<file path="src/rtl/ssfep_pkg.sv">
// Package with constants and types of the secure SENT frame transmitter.
package ssfep_pkg;
  localparam int unsigned CLK_NS = 5;
  localparam int unsigned CLK_HZ = 200000000;
  localparam int unsigned TICK_NS = 100;
  localparam int unsigned TICK_CYC = (TICK_NS + CLK_NS - 1) / CLK_NS;
  localparam logic [9:0] TICK_LAST = 10'(TICK_CYC - 1);
  localparam logic [9:0] TK_MAX = 10'h3FF;
  localparam logic [9:0] SYNC_TICKS = 10'h038;
  localparam logic [9:0] LOW_TICKS = 10'h005;
  localparam logic [9:0] NIB_BASE = 10'h00C;
  localparam logic [9:0] PAUSE_MIN = 10'h001;
  localparam logic [2:0] IDX_CRC = 3'h7;
  localparam logic [3:0] CRC_SEED = 4'h5;
  localparam logic [3:0] CRC_POLY = 4'hD;
  localparam logic [11:0] ERR_SENS = 12'hFFB;
  localparam logic [11:0] ERR_FUNC = 12'hFFA;
  localparam logic [11:0] ERR_ALT = 12'hFFF;
  localparam logic [9:0] FR_TICKS [8] = '{10'h0E1, 10'h0EF, 10'h0FA, 10'h10D,
                                          10'h126, 10'h16E, 10'h177, 10'h1C2};
  localparam int unsigned RATE_HZ [8] = '{1, 4000, 2660, 2000, 1600, 1000, 800, 500};
  localparam logic [2:0] SIZE_WORD = 3'h2;
  localparam logic [7:0] A_PROTO = 8'h00;
  localparam logic [7:0] A_OUT = 8'h04;
  localparam logic [7:0] A_CLAMP = 8'h08;
  localparam logic [7:0] A_MAG = 8'h0C;
  localparam logic [7:0] A_STAT = 8'h10;
  localparam int B_SLOW = 4;
  localparam int B_ERRDIS = 5;
  localparam int B_STAT = 6;
  localparam int B_MAG = 7;
  localparam int B_PAUSE = 8;
  localparam int B_ALT = 9;
  localparam int B_CRCST = 10;
  localparam int B_LEGACY = 11;
  localparam int CHI_LSB = 16;
  localparam logic [11:0] PROTO_RST = 12'h140;
  localparam logic [3:0] FSEL_RST = 4'hC;
  localparam logic [11:0] CLO_RST = 12'h000;
  localparam logic [11:0] CHI_RST = 12'hFFF;
  localparam logic [11:0] MAG_RST = 12'h000;
  typedef struct packed {
    logic [11:0] pos;
    logic sens_err;
    logic func_err;
    logic mag_loss;
  } ssfep_sample_t;
  typedef enum logic [1:0] {S_LOAD, S_SYNC, S_NIB, S_PAUSE} ssfep_state_t;
endpackage

</file>
<file path="src/rtl/ssfep_tx.sv">
// Secure SENT frame transmitter with error reporting and pause options.
`timescale 1ns/10ps
`default_nettype none
// Function
// - Send position, rolling counter, inverted top nibble.
// - Order: sync, status, data, counter, inverse, CRC, pause.
// - Always-zero option clears status error bits except the bit0 repeat flag.
// - Standard option sets error bits on errors.
// - Error codes 4091, 4090, or 4095 alternately.
// - Out-of-range data sends the clamp value.
// - Error-code disable keeps sending measurement data.
// - Magnet-loss override sends substitute value instead.
// - Enabled pause pulse ends every frame.
// - Without pause, CRC end starts next sync.
// - Constant-frame mode sizes pause automatically.
// - Codes 1000-1111 select fixed tick frame lengths.
// - Codes 0001-0111 align frames to sample rate.
// - Repeated sample without pause sets status bit0.
// - CRC standard or legacy, status optionally included.
// - Slow channel bits can be switched off.
module ssfep_tx #(
  parameter int unsigned CLK_HZ_P = ssfep_pkg::CLK_HZ
) (
  input wire logic mclk,
  input wire logic reset,
  input wire logic hsel,
  input wire logic [31:0] haddr,
  input wire logic [1:0] htrans,
  input wire logic hwrite,
  input wire logic [2:0] hsize,
  input wire logic [31:0] hwdata,
  input wire logic hready,
  output logic [31:0] hrdata,
  output logic hreadyout,
  output logic hresp,
  input wire logic sample_valid,
  input wire ssfep_pkg::ssfep_sample_t sample,
  input wire logic [1:0] slow_bits,
  output logic slow_take,
  output logic frame_start,
  output logic sent_out
);
  import ssfep_pkg::*;

  localparam logic [20:0] PER_CYC [8] = '{
    21'(CLK_HZ_P / RATE_HZ[0]), 21'(CLK_HZ_P / RATE_HZ[1]),
    21'(CLK_HZ_P / RATE_HZ[2]), 21'(CLK_HZ_P / RATE_HZ[3]),
    21'(CLK_HZ_P / RATE_HZ[4]), 21'(CLK_HZ_P / RATE_HZ[5]),
    21'(CLK_HZ_P / RATE_HZ[6]), 21'(CLK_HZ_P / RATE_HZ[7])};

  logic acc;
  logic wr_q, wr_d;
  logic [7:0] wa_q, wa_d;
  logic [11:0] proto_q, proto_d;
  logic [3:0] frame_length_select_q, frame_length_select_d;
  logic [11:0] clo_q, clo_d, chi_q, chi_d, mag_q, mag_d;
  logic [31:0] hrdata_q, hrdata_d;
  logic c_slow, c_errdis, c_stat, c_mag, c_pause, c_alt;
  ssfep_sample_t smp_q, smp_d;
  logic fresh_q, fresh_d;
  logic [6:0][3:0] nib_q, nib_d;
  logic [7:0] cnt_q, cnt_d;
  logic [11:0] pay_q, pay_d, pay, raw;
  logic esens, stat_err, rep;
  logic [3:0] crc_q;
  ssfep_state_t st_q, st_d;
  logic [9:0] pcnt_q, pcnt_d, tk_q, tk_d, len_q, len_d;
  logic [2:0] idx_q, idx_d, nidx;
  logic [20:0] fcyc_q, fcyc_d;
  logic out_q, out_d;
  logic snap, tick_end, pulse_end, rate_mode, pause_done;
  logic [9:0] used, total, constant_frame_pause;
  logic [7:0][3:0] all_nib;

  assign c_slow = proto_q[B_SLOW];
  assign c_errdis = proto_q[B_ERRDIS];
  assign c_stat = proto_q[B_STAT];
  assign c_mag = proto_q[B_MAG];
  assign c_pause = proto_q[B_PAUSE];
  assign c_alt = proto_q[B_ALT];
  assign hrdata = hrdata_q;
  assign hreadyout = 1'b1;
  assign hresp = 1'b0;
  assign sent_out = out_q;
  assign frame_start = snap;
  assign slow_take = snap && c_slow;

  // Bus slave: writes land in the data phase, reads see the next register value.
  always_comb begin
    acc = hsel && hready && htrans[1] && (hsize == SIZE_WORD);
    wr_d = acc && hwrite;
    wa_d = acc ? haddr[7:0] : wa_q;
    proto_d = proto_q;
    frame_length_select_d = frame_length_select_q;
    clo_d = clo_q;
    chi_d = chi_q;
    mag_d = mag_q;
    if (wr_q) begin
      case (wa_q)
        A_PROTO: proto_d = hwdata[11:0];
        A_OUT: frame_length_select_d = hwdata[3:0];
        A_CLAMP: begin
          clo_d = hwdata[11:0];
          chi_d = hwdata[CHI_LSB+:12];
        end
        A_MAG: mag_d = hwdata[11:0];
        default: ;
      endcase
    end
    hrdata_d = hrdata_q;
    if (acc && !hwrite) begin
      case (haddr[7:0])
        A_PROTO: hrdata_d = {20'h00000, proto_d};
        A_OUT: hrdata_d = {28'h0000000, frame_length_select_d};
        A_CLAMP: hrdata_d = {4'h0, chi_d, 4'h0, clo_d};
        A_MAG: hrdata_d = {20'h00000, mag_d};
        A_STAT: hrdata_d = {18'h00000, st_q == S_PAUSE, fresh_q, nib_q[0], cnt_q};
        default: hrdata_d = 32'h00000000;
      endcase
    end
  end

  always_ff @(posedge mclk or posedge reset) begin
    if (reset) begin
      wr_q <= 1'b0;
      wa_q <= 8'h00;
      proto_q <= PROTO_RST;
      frame_length_select_q <= FSEL_RST;
      clo_q <= CLO_RST;
      chi_q <= CHI_RST;
      mag_q <= MAG_RST;
      hrdata_q <= 32'h00000000;
    end else begin
      wr_q <= wr_d;
      wa_q <= wa_d;
      proto_q <= proto_d;
      frame_length_select_q <= frame_length_select_d;
      clo_q <= clo_d;
      chi_q <= chi_d;
      mag_q <= mag_d;
      hrdata_q <= hrdata_d;
    end
  end

  // Frame content is frozen at the start of each frame.
  always_comb begin
    smp_d = sample_valid ? sample : smp_q;
    fresh_d = sample_valid ? 1'b1 : (snap ? 1'b0 : fresh_q);
    esens = smp_q.sens_err || (smp_q.mag_loss && !c_mag);
    raw = (smp_q.mag_loss && c_mag) ? mag_q : smp_q.pos;
    rep = !fresh_q && !c_pause;
    stat_err = c_stat && (esens || smp_q.func_err);
    if (!c_errdis && c_alt && esens) begin
      pay = ERR_ALT;
    end else if (!c_errdis && !c_alt && esens) begin
      pay = ERR_SENS;
    end else if (!c_errdis && !c_alt && smp_q.func_err) begin
      pay = ERR_FUNC;
    end else if (raw > chi_q) begin
      pay = chi_q;
    end else if (raw < clo_q) begin
      pay = clo_q;
    end else begin
      pay = raw;
    end
    nib_d = nib_q;
    cnt_d = cnt_q;
    pay_d = pay_q;
    if (snap) begin
      nib_d[0] = {c_slow ? slow_bits : 2'b00, stat_err, stat_err || rep};
      nib_d[1] = pay[11:8];
      nib_d[2] = pay[7:4];
      nib_d[3] = pay[3:0];
      nib_d[4] = cnt_q[7:4];
      nib_d[5] = cnt_q[3:0];
      nib_d[6] = ~pay[11:8];
      cnt_d = cnt_q + 8'h01;
      pay_d = pay;
    end
  end

  always_ff @(posedge mclk or posedge reset) begin
    if (reset) begin
      smp_q <= '0;
      fresh_q <= 1'b0;
      nib_q <= '0;
      cnt_q <= 8'h00;
      pay_q <= 12'h000;
    end else begin
      smp_q <= smp_d;
      fresh_q <= fresh_d;
      nib_q <= nib_d;
      cnt_q <= cnt_d;
      pay_q <= pay_d;
    end
  end

  ssfep_crc u_crc (
    .mclk(mclk),
    .reset(reset),
    .nibs(nib_q),
    .with_status(proto_q[B_CRCST]),
    .legacy(proto_q[B_LEGACY]),
    .crc_q(crc_q)
  );

  // Pulse engine: every pulse is low for up to LOW_TICKS ticks, then high for any ticks left.
  always_comb begin
    all_nib = {crc_q, nib_q};
    used = SYNC_TICKS;
    for (int i = 0; i < 8; i++) begin
      used = used + NIB_BASE + 10'(all_nib[i]);
    end
    total = FR_TICKS[frame_length_select_q[2:0]];
    constant_frame_pause = (total >= used + PAUSE_MIN) ? total - used : PAUSE_MIN;
    rate_mode = !frame_length_select_q[3] && (frame_length_select_q != 4'h0);
    tick_end = pcnt_q == TICK_LAST;
    pulse_end = tick_end && (tk_q == len_q - 10'h001);
    pause_done = rate_mode ? (fcyc_q >= PER_CYC[frame_length_select_q[2:0]] - 21'h000001)
                           : pulse_end;
    nidx = idx_q + 3'h1;
    st_d = st_q;
    idx_d = idx_q;
    len_d = len_q;
    pcnt_d = tick_end ? 10'h000 : pcnt_q + 10'h001;
    tk_d = (tick_end && tk_q != TK_MAX) ? tk_q + 10'h001 : tk_q;
    fcyc_d = fcyc_q + 21'h000001;
    snap = 1'b0;
    unique case (st_q)
      S_LOAD: snap = 1'b1;
      S_SYNC: begin
        if (pulse_end) begin
          st_d = S_NIB;
          idx_d = 3'h0;
          tk_d = 10'h000;
          len_d = NIB_BASE + 10'(nib_q[0]);
        end
      end
      S_NIB: begin
        if (pulse_end && idx_q == IDX_CRC) begin
          if (c_pause) begin
            st_d = S_PAUSE;
            tk_d = 10'h000;
            len_d = frame_length_select_q[3] ? constant_frame_pause : PAUSE_MIN;
          end else begin
            snap = 1'b1;
          end
        end else if (pulse_end) begin
          idx_d = nidx;
          tk_d = 10'h000;
          len_d = NIB_BASE + 10'(all_nib[nidx]);
        end
      end
      S_PAUSE: snap = pause_done;
    endcase
    if (snap) begin
      st_d = S_SYNC;
      pcnt_d = 10'h000;
      tk_d = 10'h000;
      len_d = SYNC_TICKS;
      fcyc_d = 21'h000000;
    end
    out_d = tk_d >= LOW_TICKS;
  end

  always_ff @(posedge mclk or posedge reset) begin
    if (reset) begin
      st_q <= S_LOAD;
      pcnt_q <= 10'h000;
      tk_q <= 10'h000;
      len_q <= SYNC_TICKS;
      idx_q <= 3'h0;
      fcyc_q <= 21'h000000;
      out_q <= 1'b1;
    end else begin
      st_q <= st_d;
      pcnt_q <= pcnt_d;
      tk_q <= tk_d;
      len_q <= len_d;
      idx_q <= idx_d;
      fcyc_q <= fcyc_d;
      out_q <= out_d;
    end
  end
endmodule
`default_nettype wire

</file>
<file path="src/rtl/ssfep_crc.sv">
// Registered CRC nibble over the six data nibbles of a frame, plus the status nibble when with_status is set.
`timescale 1ns/10ps
`default_nettype none
module ssfep_crc (
  input wire logic mclk,
  input wire logic reset,
  input wire logic [6:0][3:0] nibs,
  input wire logic with_status,
  input wire logic legacy,
  output logic [3:0] crc_q
);
  import ssfep_pkg::*;
  logic [3:0] crc_d;

  function automatic logic [3:0] crc_step(input logic [3:0] c, input logic [3:0] n);
    logic [3:0] x;
    x = c;
    for (int b = 0; b < 4; b++) begin
      x = x[3] ? ({x[2:0], 1'b0} ^ CRC_POLY) : {x[2:0], 1'b0};
    end
    return x ^ n;
  endfunction

  // The standard form ends with one extra zero nibble, the legacy form omits it.
  always_comb begin
    crc_d = CRC_SEED;
    if (with_status) begin
      crc_d = crc_step(crc_d, nibs[0]);
    end
    for (int i = 1; i < 7; i++) begin
      crc_d = crc_step(crc_d, nibs[i]);
    end
    if (!legacy) begin
      crc_d = crc_step(crc_d, 4'h0);
    end
  end

  always_ff @(posedge mclk or posedge reset) begin
    if (reset) begin
      crc_q <= 4'h0;
    end else begin
      crc_q <= crc_d;
    end
  end
endmodule
`default_nettype wire

</file>
<file path="config.mk">
export PLATFORM = sky130hd
export DESIGN_NAME = ssfep_tx
export DESIGN_NICKNAME = d
export VERILOG_FILES = /design/src/rtl/ssfep_pkg.sv /design/src/rtl/ssfep_tx.sv /design/src/rtl/ssfep_crc.sv
export SDC_FILE = /design/constraint.sdc
export NUM_CORES = 1
export LEC_CHECK = 0
export BUFFER_PORTS_ARGS = -buffer_cell sky130_fd_sc_hd__buf_2
export CAP_MARGIN = 0
export CORE_MARGIN = 1.5
export CORE_UTILIZATION = 30
export DETAILED_ROUTE_END_ITERATION = 8
export MAX_ROUTING_LAYER = met4
export PLACE_DENSITY = 0.5
export SLEW_MARGIN = 10
export SYNTH_ARGS = -nofsm -noshare
export SYNTH_HDL_FRONTEND = slang
export SYNTH_SLANG_ARGS = --single-unit
</file>
<file path="constraint.sdc">
create_clock -name mclk -period 8.1 [get_ports mclk]
set_input_delay 1.62 -clock mclk [delete_from_list [all_inputs] [get_ports mclk]]
set_output_delay 1.62 -clock mclk [all_outputs]
set_load 0.005 [all_outputs]
</file>
; ---- After elaboration in Yosys (flattened, before gate mapping)
; Memory sizes are Yosys's and may differ from the RTL's.
; Index checks and enable logic that the tools add are counted.
[word_totals]
reg_bits = 206
romBits = 248
out_inout_bits = 37
elab_cells = 249
n_memories = 2
[memory_table]
columns = memory, words, word_bits, rd, rd_ports_with_merged_regs, write_ports, line_no
row1 = (name not given), 8, 21, 1, 0, 0, ssfep_tx.sv:219  ; pause_done = rate_mode ? (fcyc_q >= PER_CYC[frame_length_select_q[2:0]] - 21'h000001)
row2 = (name not given), 8, 10, 1, 0, 0, ssfep_tx.sv:214  ; total = FR_TICKS[frame_length_select_q[2:0]];
[classes]
n_addsub = 26
n_lt_le_gt_ge = 7
n_eq_ne = 23
n_mux = 86
bitwise_logic = 37
n_reduce_logical = 39
[op_table]
columns = cell, count
row1 = $mux 12, 14
row2 = $mux 10, 16
row3 = $pmux 28 s5, 1
row4 = $mux 4, 33
row5 = $not 3->3, 28
row6 = $mux 21, 3
row7 = $add 10x4->10, 6
row8 = $add 10x4->10 const B, 6
row9 = $pmux 10 s2, 2
row10 = $eq 8x4->1 const B, 4
row11 = $add 10x1->10 const B, 3
row12 = $xor 4x4->4, 6
row13 = $add 21x1->21 const B, 1
row14 = $ge 21x21->1, 1
row15 = $sub 21x1->21 const B, 1
row16 = $logic_and 1x1->1, 19
row17 = $eq 8x3->1 const B, 2
row18 = $logic_not 8->1, 2
row19 = $bmux 4 s3, 1
row20 = $gt 12x12->1, 1
row21 = $lt 12x12->1, 1
row22 = $reduce_and 4->1, 3
row23 = $add 4x4->5 const A, 2
row24 = $add 9x4->10, 1
row25 = 36 further kinds, 61

; ---- Logic depth before layout (Yosys ltp)
[depth]
word_depth = 65
depth_mapped = 26

; ---- Modules after synthesis
; Synthesis repeated with hierarchy kept, for this count alone.
[hier_totals]
cells_unflattened = 1344
hier_area_um2 = 13319.0
[modules_own_cells]
columns = mod, instances, cells_each, area_per_inst_um2, seq_area_each_um2
row1 = ssfep_tx, 1, 1289, 12667.1, 4929.7
row2 = ssfep_crc, 1, 55, 651.9, 100.1

; ---- Worst setup path before layout
; Ideal clock, no wire load.
[synth_timing]
kind = reg2reg
start = register nib_q, in the netlist all_nib[1]
end = register len_q[2]
setup_time_ns = 0.124
arrival_time_ns = 5.671
required_time_ns = 7.976
slack_ns = 2.305
path_stages_with_launch = 26
synth_period_minus_slack_ns = 5.795
path_cell_list = dfrtp_1 clkbuf_1 inv_1 fa_1 inv_1 fa_1 fa_1 inv_1 fa_1 inv_1 ha_1 inv_1 fa_1 xor2_1 nor3_1 and3_1 a31o_2 ha_1 o21a_1 o21a_1 and3_1 a221o_1 and2_1 mux2_2 o211ai_1 a21oi_1
[synth_between]
elab_chain_cells = 23
elab_cells_between_ends = 30
[synth_rtl]
columns = item, line_no
row1 = start: declaration, ssfep_tx.sv:61  ; logic [6:0][3:0] nib_q, nib_d;
row2 = start signal: assignment, ssfep_tx.sv:192  ; nib_q <= nib_d;
row3 = $add 7x4->8, ssfep_tx.sv:212  ; used = used + NIB_BASE + 10'(all_nib[i]);
row4 = $add 8x4->9, ssfep_tx.sv:212
row5 = $add 9x4->10, ssfep_tx.sv:212
row6 = $add 10x4->10 (12 in series), ssfep_tx.sv:212
row7 = $add 10x1->10, ssfep_tx.sv:215  ; constant_frame_pause = (total >= used + PAUSE_MIN) ? total - used : PAUSE_MIN;
row8 = $ge 10x10->1, ssfep_tx.sv:215
row9 = $mux 10, ssfep_tx.sv:215
row10 = $mux 10, ssfep_tx.sv:244  ; len_d = frame_length_select_q[3] ? constant_frame_pause : PAUSE_MIN;
row11 = $mux 10, ssfep_tx.sv:241  ; if (c_pause) begin
row12 = $mux 10, ssfep_tx.sv:240  ; if (pulse_end && idx_q == IDX_CRC) begin
row13 = $pmux 10 s2 (*), ssfep_tx.sv:229  ; unique case (st_q)
row14 = $mux 10 (*), ssfep_tx.sv:256  ; if (snap) begin
row15 = end signal: assignment, ssfep_tx.sv:279  ; len_q <= len_d;
row16 = end: declaration, ssfep_tx.sv:67  ; logic [9:0] pcnt_q, pcnt_d, tk_q, tk_d, len_q, len_d;
; Every way passes the cells marked *; elsewhere a longest branch is shown, timed or not. The select of a mux whose other input is x is not followed.
; A chain may end at the register's enable or synchronous reset.

; ---- Worst setup path in the final report
[layout_timing]
start = register nib_q, in the netlist all_nib[2]
end = register len_q[2]
; Same word-level chain as after synthesis.

==> results.ini <==
[run_status]
outcome = finished clean

[clock_network]
ctsLongestPathBuffers = 2
clock-sinks = 200
cts_tree = built
worst_skew_pair.late_latency_ns = 0.46
postCtsSetupRepairBufs = 0
cts.root.buffer_cell = clkbuf_16
cts-resized-gates = 0
cts_hold_repair.buffers = 0
cts_max_level = 4
path_clk_slew_ns = 0.08
cts_buffers = 17

[global_route]
grt_first_pass_wirelength_um = 55900
overflow = 0
grt_pass1_vias = 10000
global_route.usage.total_pct = 16.5
antenna_violations_before_repair = 1
grt_start_max_net_pins = 129

[routing]
route.detailed.wl_per_inst_um = 17.0
antenna_violating_nets_post_route = 0
detailroute.via_count = 9859
detailedRoute.firstPassIterationCount = 5
vias_per_cell = 4.85
route.detailed.drc = 0
drt_iter0_markers = 479
wirelength_um = 34500

[logic_synthesis]
post_synth_main_area_contributors = dfrtp_1, ha_1, mux2_2
synth_edf_count = 0
number_of_instances_in_the_synthesized_netlist = 1378
synth_seq_area_share_pct = 37.9
post_synth_instance_area_um2 = 13300
yosysWarningCount = 0
synth_ff_type = dfrtp_1
post_synth_num_cell_types = 71
synth.most_common_cell = dfrtp_1
post-synth-top-area-fraction_pct = 34.0
synth_async_sr_flop_share_pct = 100
synth_area_leader_cell = dfrtp_1
synthesis.area_per_instance_um2 = 9.62
postSynthRegisterBits = 200
synth_commonest_cells = dfrtp_1, nand2_1, inv_1, ha_1, nor2_1

[final_layout]
number_of_antenna_diodes = 0
areaGrowthSynthToFinish_pct = 11.8
drive_gt1_share_pct = 16.4
fin_area_um2 = 14800
nFillCells = 4554
nNetsFinal = 1644

[floorplan]
die_width_um = 213
core_area_um2 = 43400
die-height_um = 213
dieArea_um2 = 45500
initial_util_pct = 30.6
top_level_ports = 129
rows = 76

[setup_path]
reg2reg_from = all_nib[2]
worst_setup_path_end_kind = flip-flop
setup.worst_path.start = all_nib[2]
worst-setup-path-type = reg -> reg
r2r_setup_slack_ns = 1.75
endpoint = len_q[2]
worst_ep_arrival_time_ns = 6.66
worst_r2r_path_depth = 24
required_ns = 8.40
critical_path.max_fanout = 5
rr_endpoint = len_q[2]
timing.critical_path.from_type = flip-flop

[sta]
timing.final.crit_period_ns = 6.35
grt_setup_unrepaired = false
tightest_slew_ns = 0.946
totalNegativeSetupSlack_ns = 0
final.setup_skew_ns = 0.0179
max_clock_freq_mhz = 157
tightest_slew_margin_relative_to_the_limit_pct = 36.9
final_number_of_hold_violating_endpoints = 0
finalMaxSlewViolations = 0
final_setup_fails = 0
period_share_pct = 78.4

[placement]
dpl-instance-area_um2 = 14200
place_congestion = 0.867
dp_hpwl_um = 26100
port_buffers = 87

[run]
max_cap_viol_count = 0

[min_path]
holdCritPathClass = reg -> reg

critical path, cell delays in order, from the launching register on:
cell and delay, ns:
dfrtp_1 0.50, inv_1 0.15, fa_1 0.56, inv_1 0.06
fa_1 0.51, fa_1 0.56, inv_1 0.06, fa_1 0.46
inv_1 0.07, ha_1 0.16, inv_1 0.06, fa_1 0.40
xor2_1 0.32, nor3_1 0.10, and3_1 0.22, a31o_2 0.25
ha_1 0.26, o21a_1 0.10, o21a_1 0.18, and3_1 0.18
a221o_1 0.36, and2_1 0.15, mux2_2 0.26, o211ai_1 0.17
a21oi_1 0.09
cell usage in the layout (no fill, tap or decap), types with 24 or more instances in the layout:
master / count
inv_1: 120
ha_1: 94
o21ai_0: 84
mux2_2: 64
fa_1: 24
a21oi_1: 49
dfrtp_1: 180
nand3_1: 38
xnor2_1: 73
xor2_1: 37
mux2i_1: 25
nor2_1: 87
buf_2: 87
nand2b_1: 24
nand2_1: 149
cells by family (layout without fill, tap and decap cells):
family          count (synthesis)  in the layout  synth area share [%]
xor+xnor                      112            112                  7.56
flops                         200            200                  37.9
other cells                     2              9                0.0567
buf+inv                       186            248                  5.85
fa+ha+maj                     119            119                  12.6
compound gates                249            249                  12.1
simple gates                  410            410                  14.9
mux                           100            100                  9.02
per-stage QoR:
step	hold WS (ns)	setup WS (ns)	util (%)	cells
finish	0.475	1.75	34.2	2032
detailed placement	0.460	1.73	32.8	2000
CTS	0.481	1.70	34.2	2032
global route	0.507	1.38	34.2	2032
floorplan	0.451	1.06	-	1385
global placement	0.459	1.79	32.8	2000
layer usage:
layer	vias to the layer above	routed length (µm)	share of wire [%]	global-route usage (%)
li1	4841	-	-	-
met1	4803	16300	47	21.5
met2	172	16300	47	26.2
met3	43	1200	3.5	2.93
met4	0	733	2.1	4.91
met5	-	0	0	-
how the worst min path moves through the flow:
stage	start	end	depth (start not counted)
after floorplan	pcnt_q[0]	pcnt_q[0]	1
after global placement	hrdata[18]	hrdata[18]	2
after detailed placement	hrdata[25]	hrdata[25]	2
after CTS	hrdata[25]	hrdata[25]	2
after global routing	hrdata[1]	hrdata[1]	2
final	hrdata[6]	hrdata[6]	2
state kept, by name, indices dropped and copies added, names as in the netlist:
signal                 count
mag_q                     12
chi_q                     12
hrdata                    26
st_q                       2
idx_q                      3
all_nib                   28
tk_q                      10
smp_q                     15
fcyc_q                    21
wr_q                       1
frame_length_select_q      4
wa_q                       8
fresh_q                    1
clo_q                     12
pcnt_q                    10
proto_q                   12
sent_out                   1
u_crc.crc_q                4
len_q                     10
cnt_q                      8
area by class of cell:
type / count / area, µm² / area share [%]
Multi-Input combinational cell: 999 / 7490 / 50.6
Sequential cell: 200 / 5030 / 34.0
Clock inverter: 14 / 159 / 1.07
Clock buffer: 18 / 439 / 2.97
Tap cell: 585 / 732 / 4.94
Inverter: 121 / 462 / 3.12
Timing Repair Buffer: 95 / 495 / 3.35
Power is not shown: default switching activity piles up to over one toggle a cycle in this logic, so the estimate is an artifact.
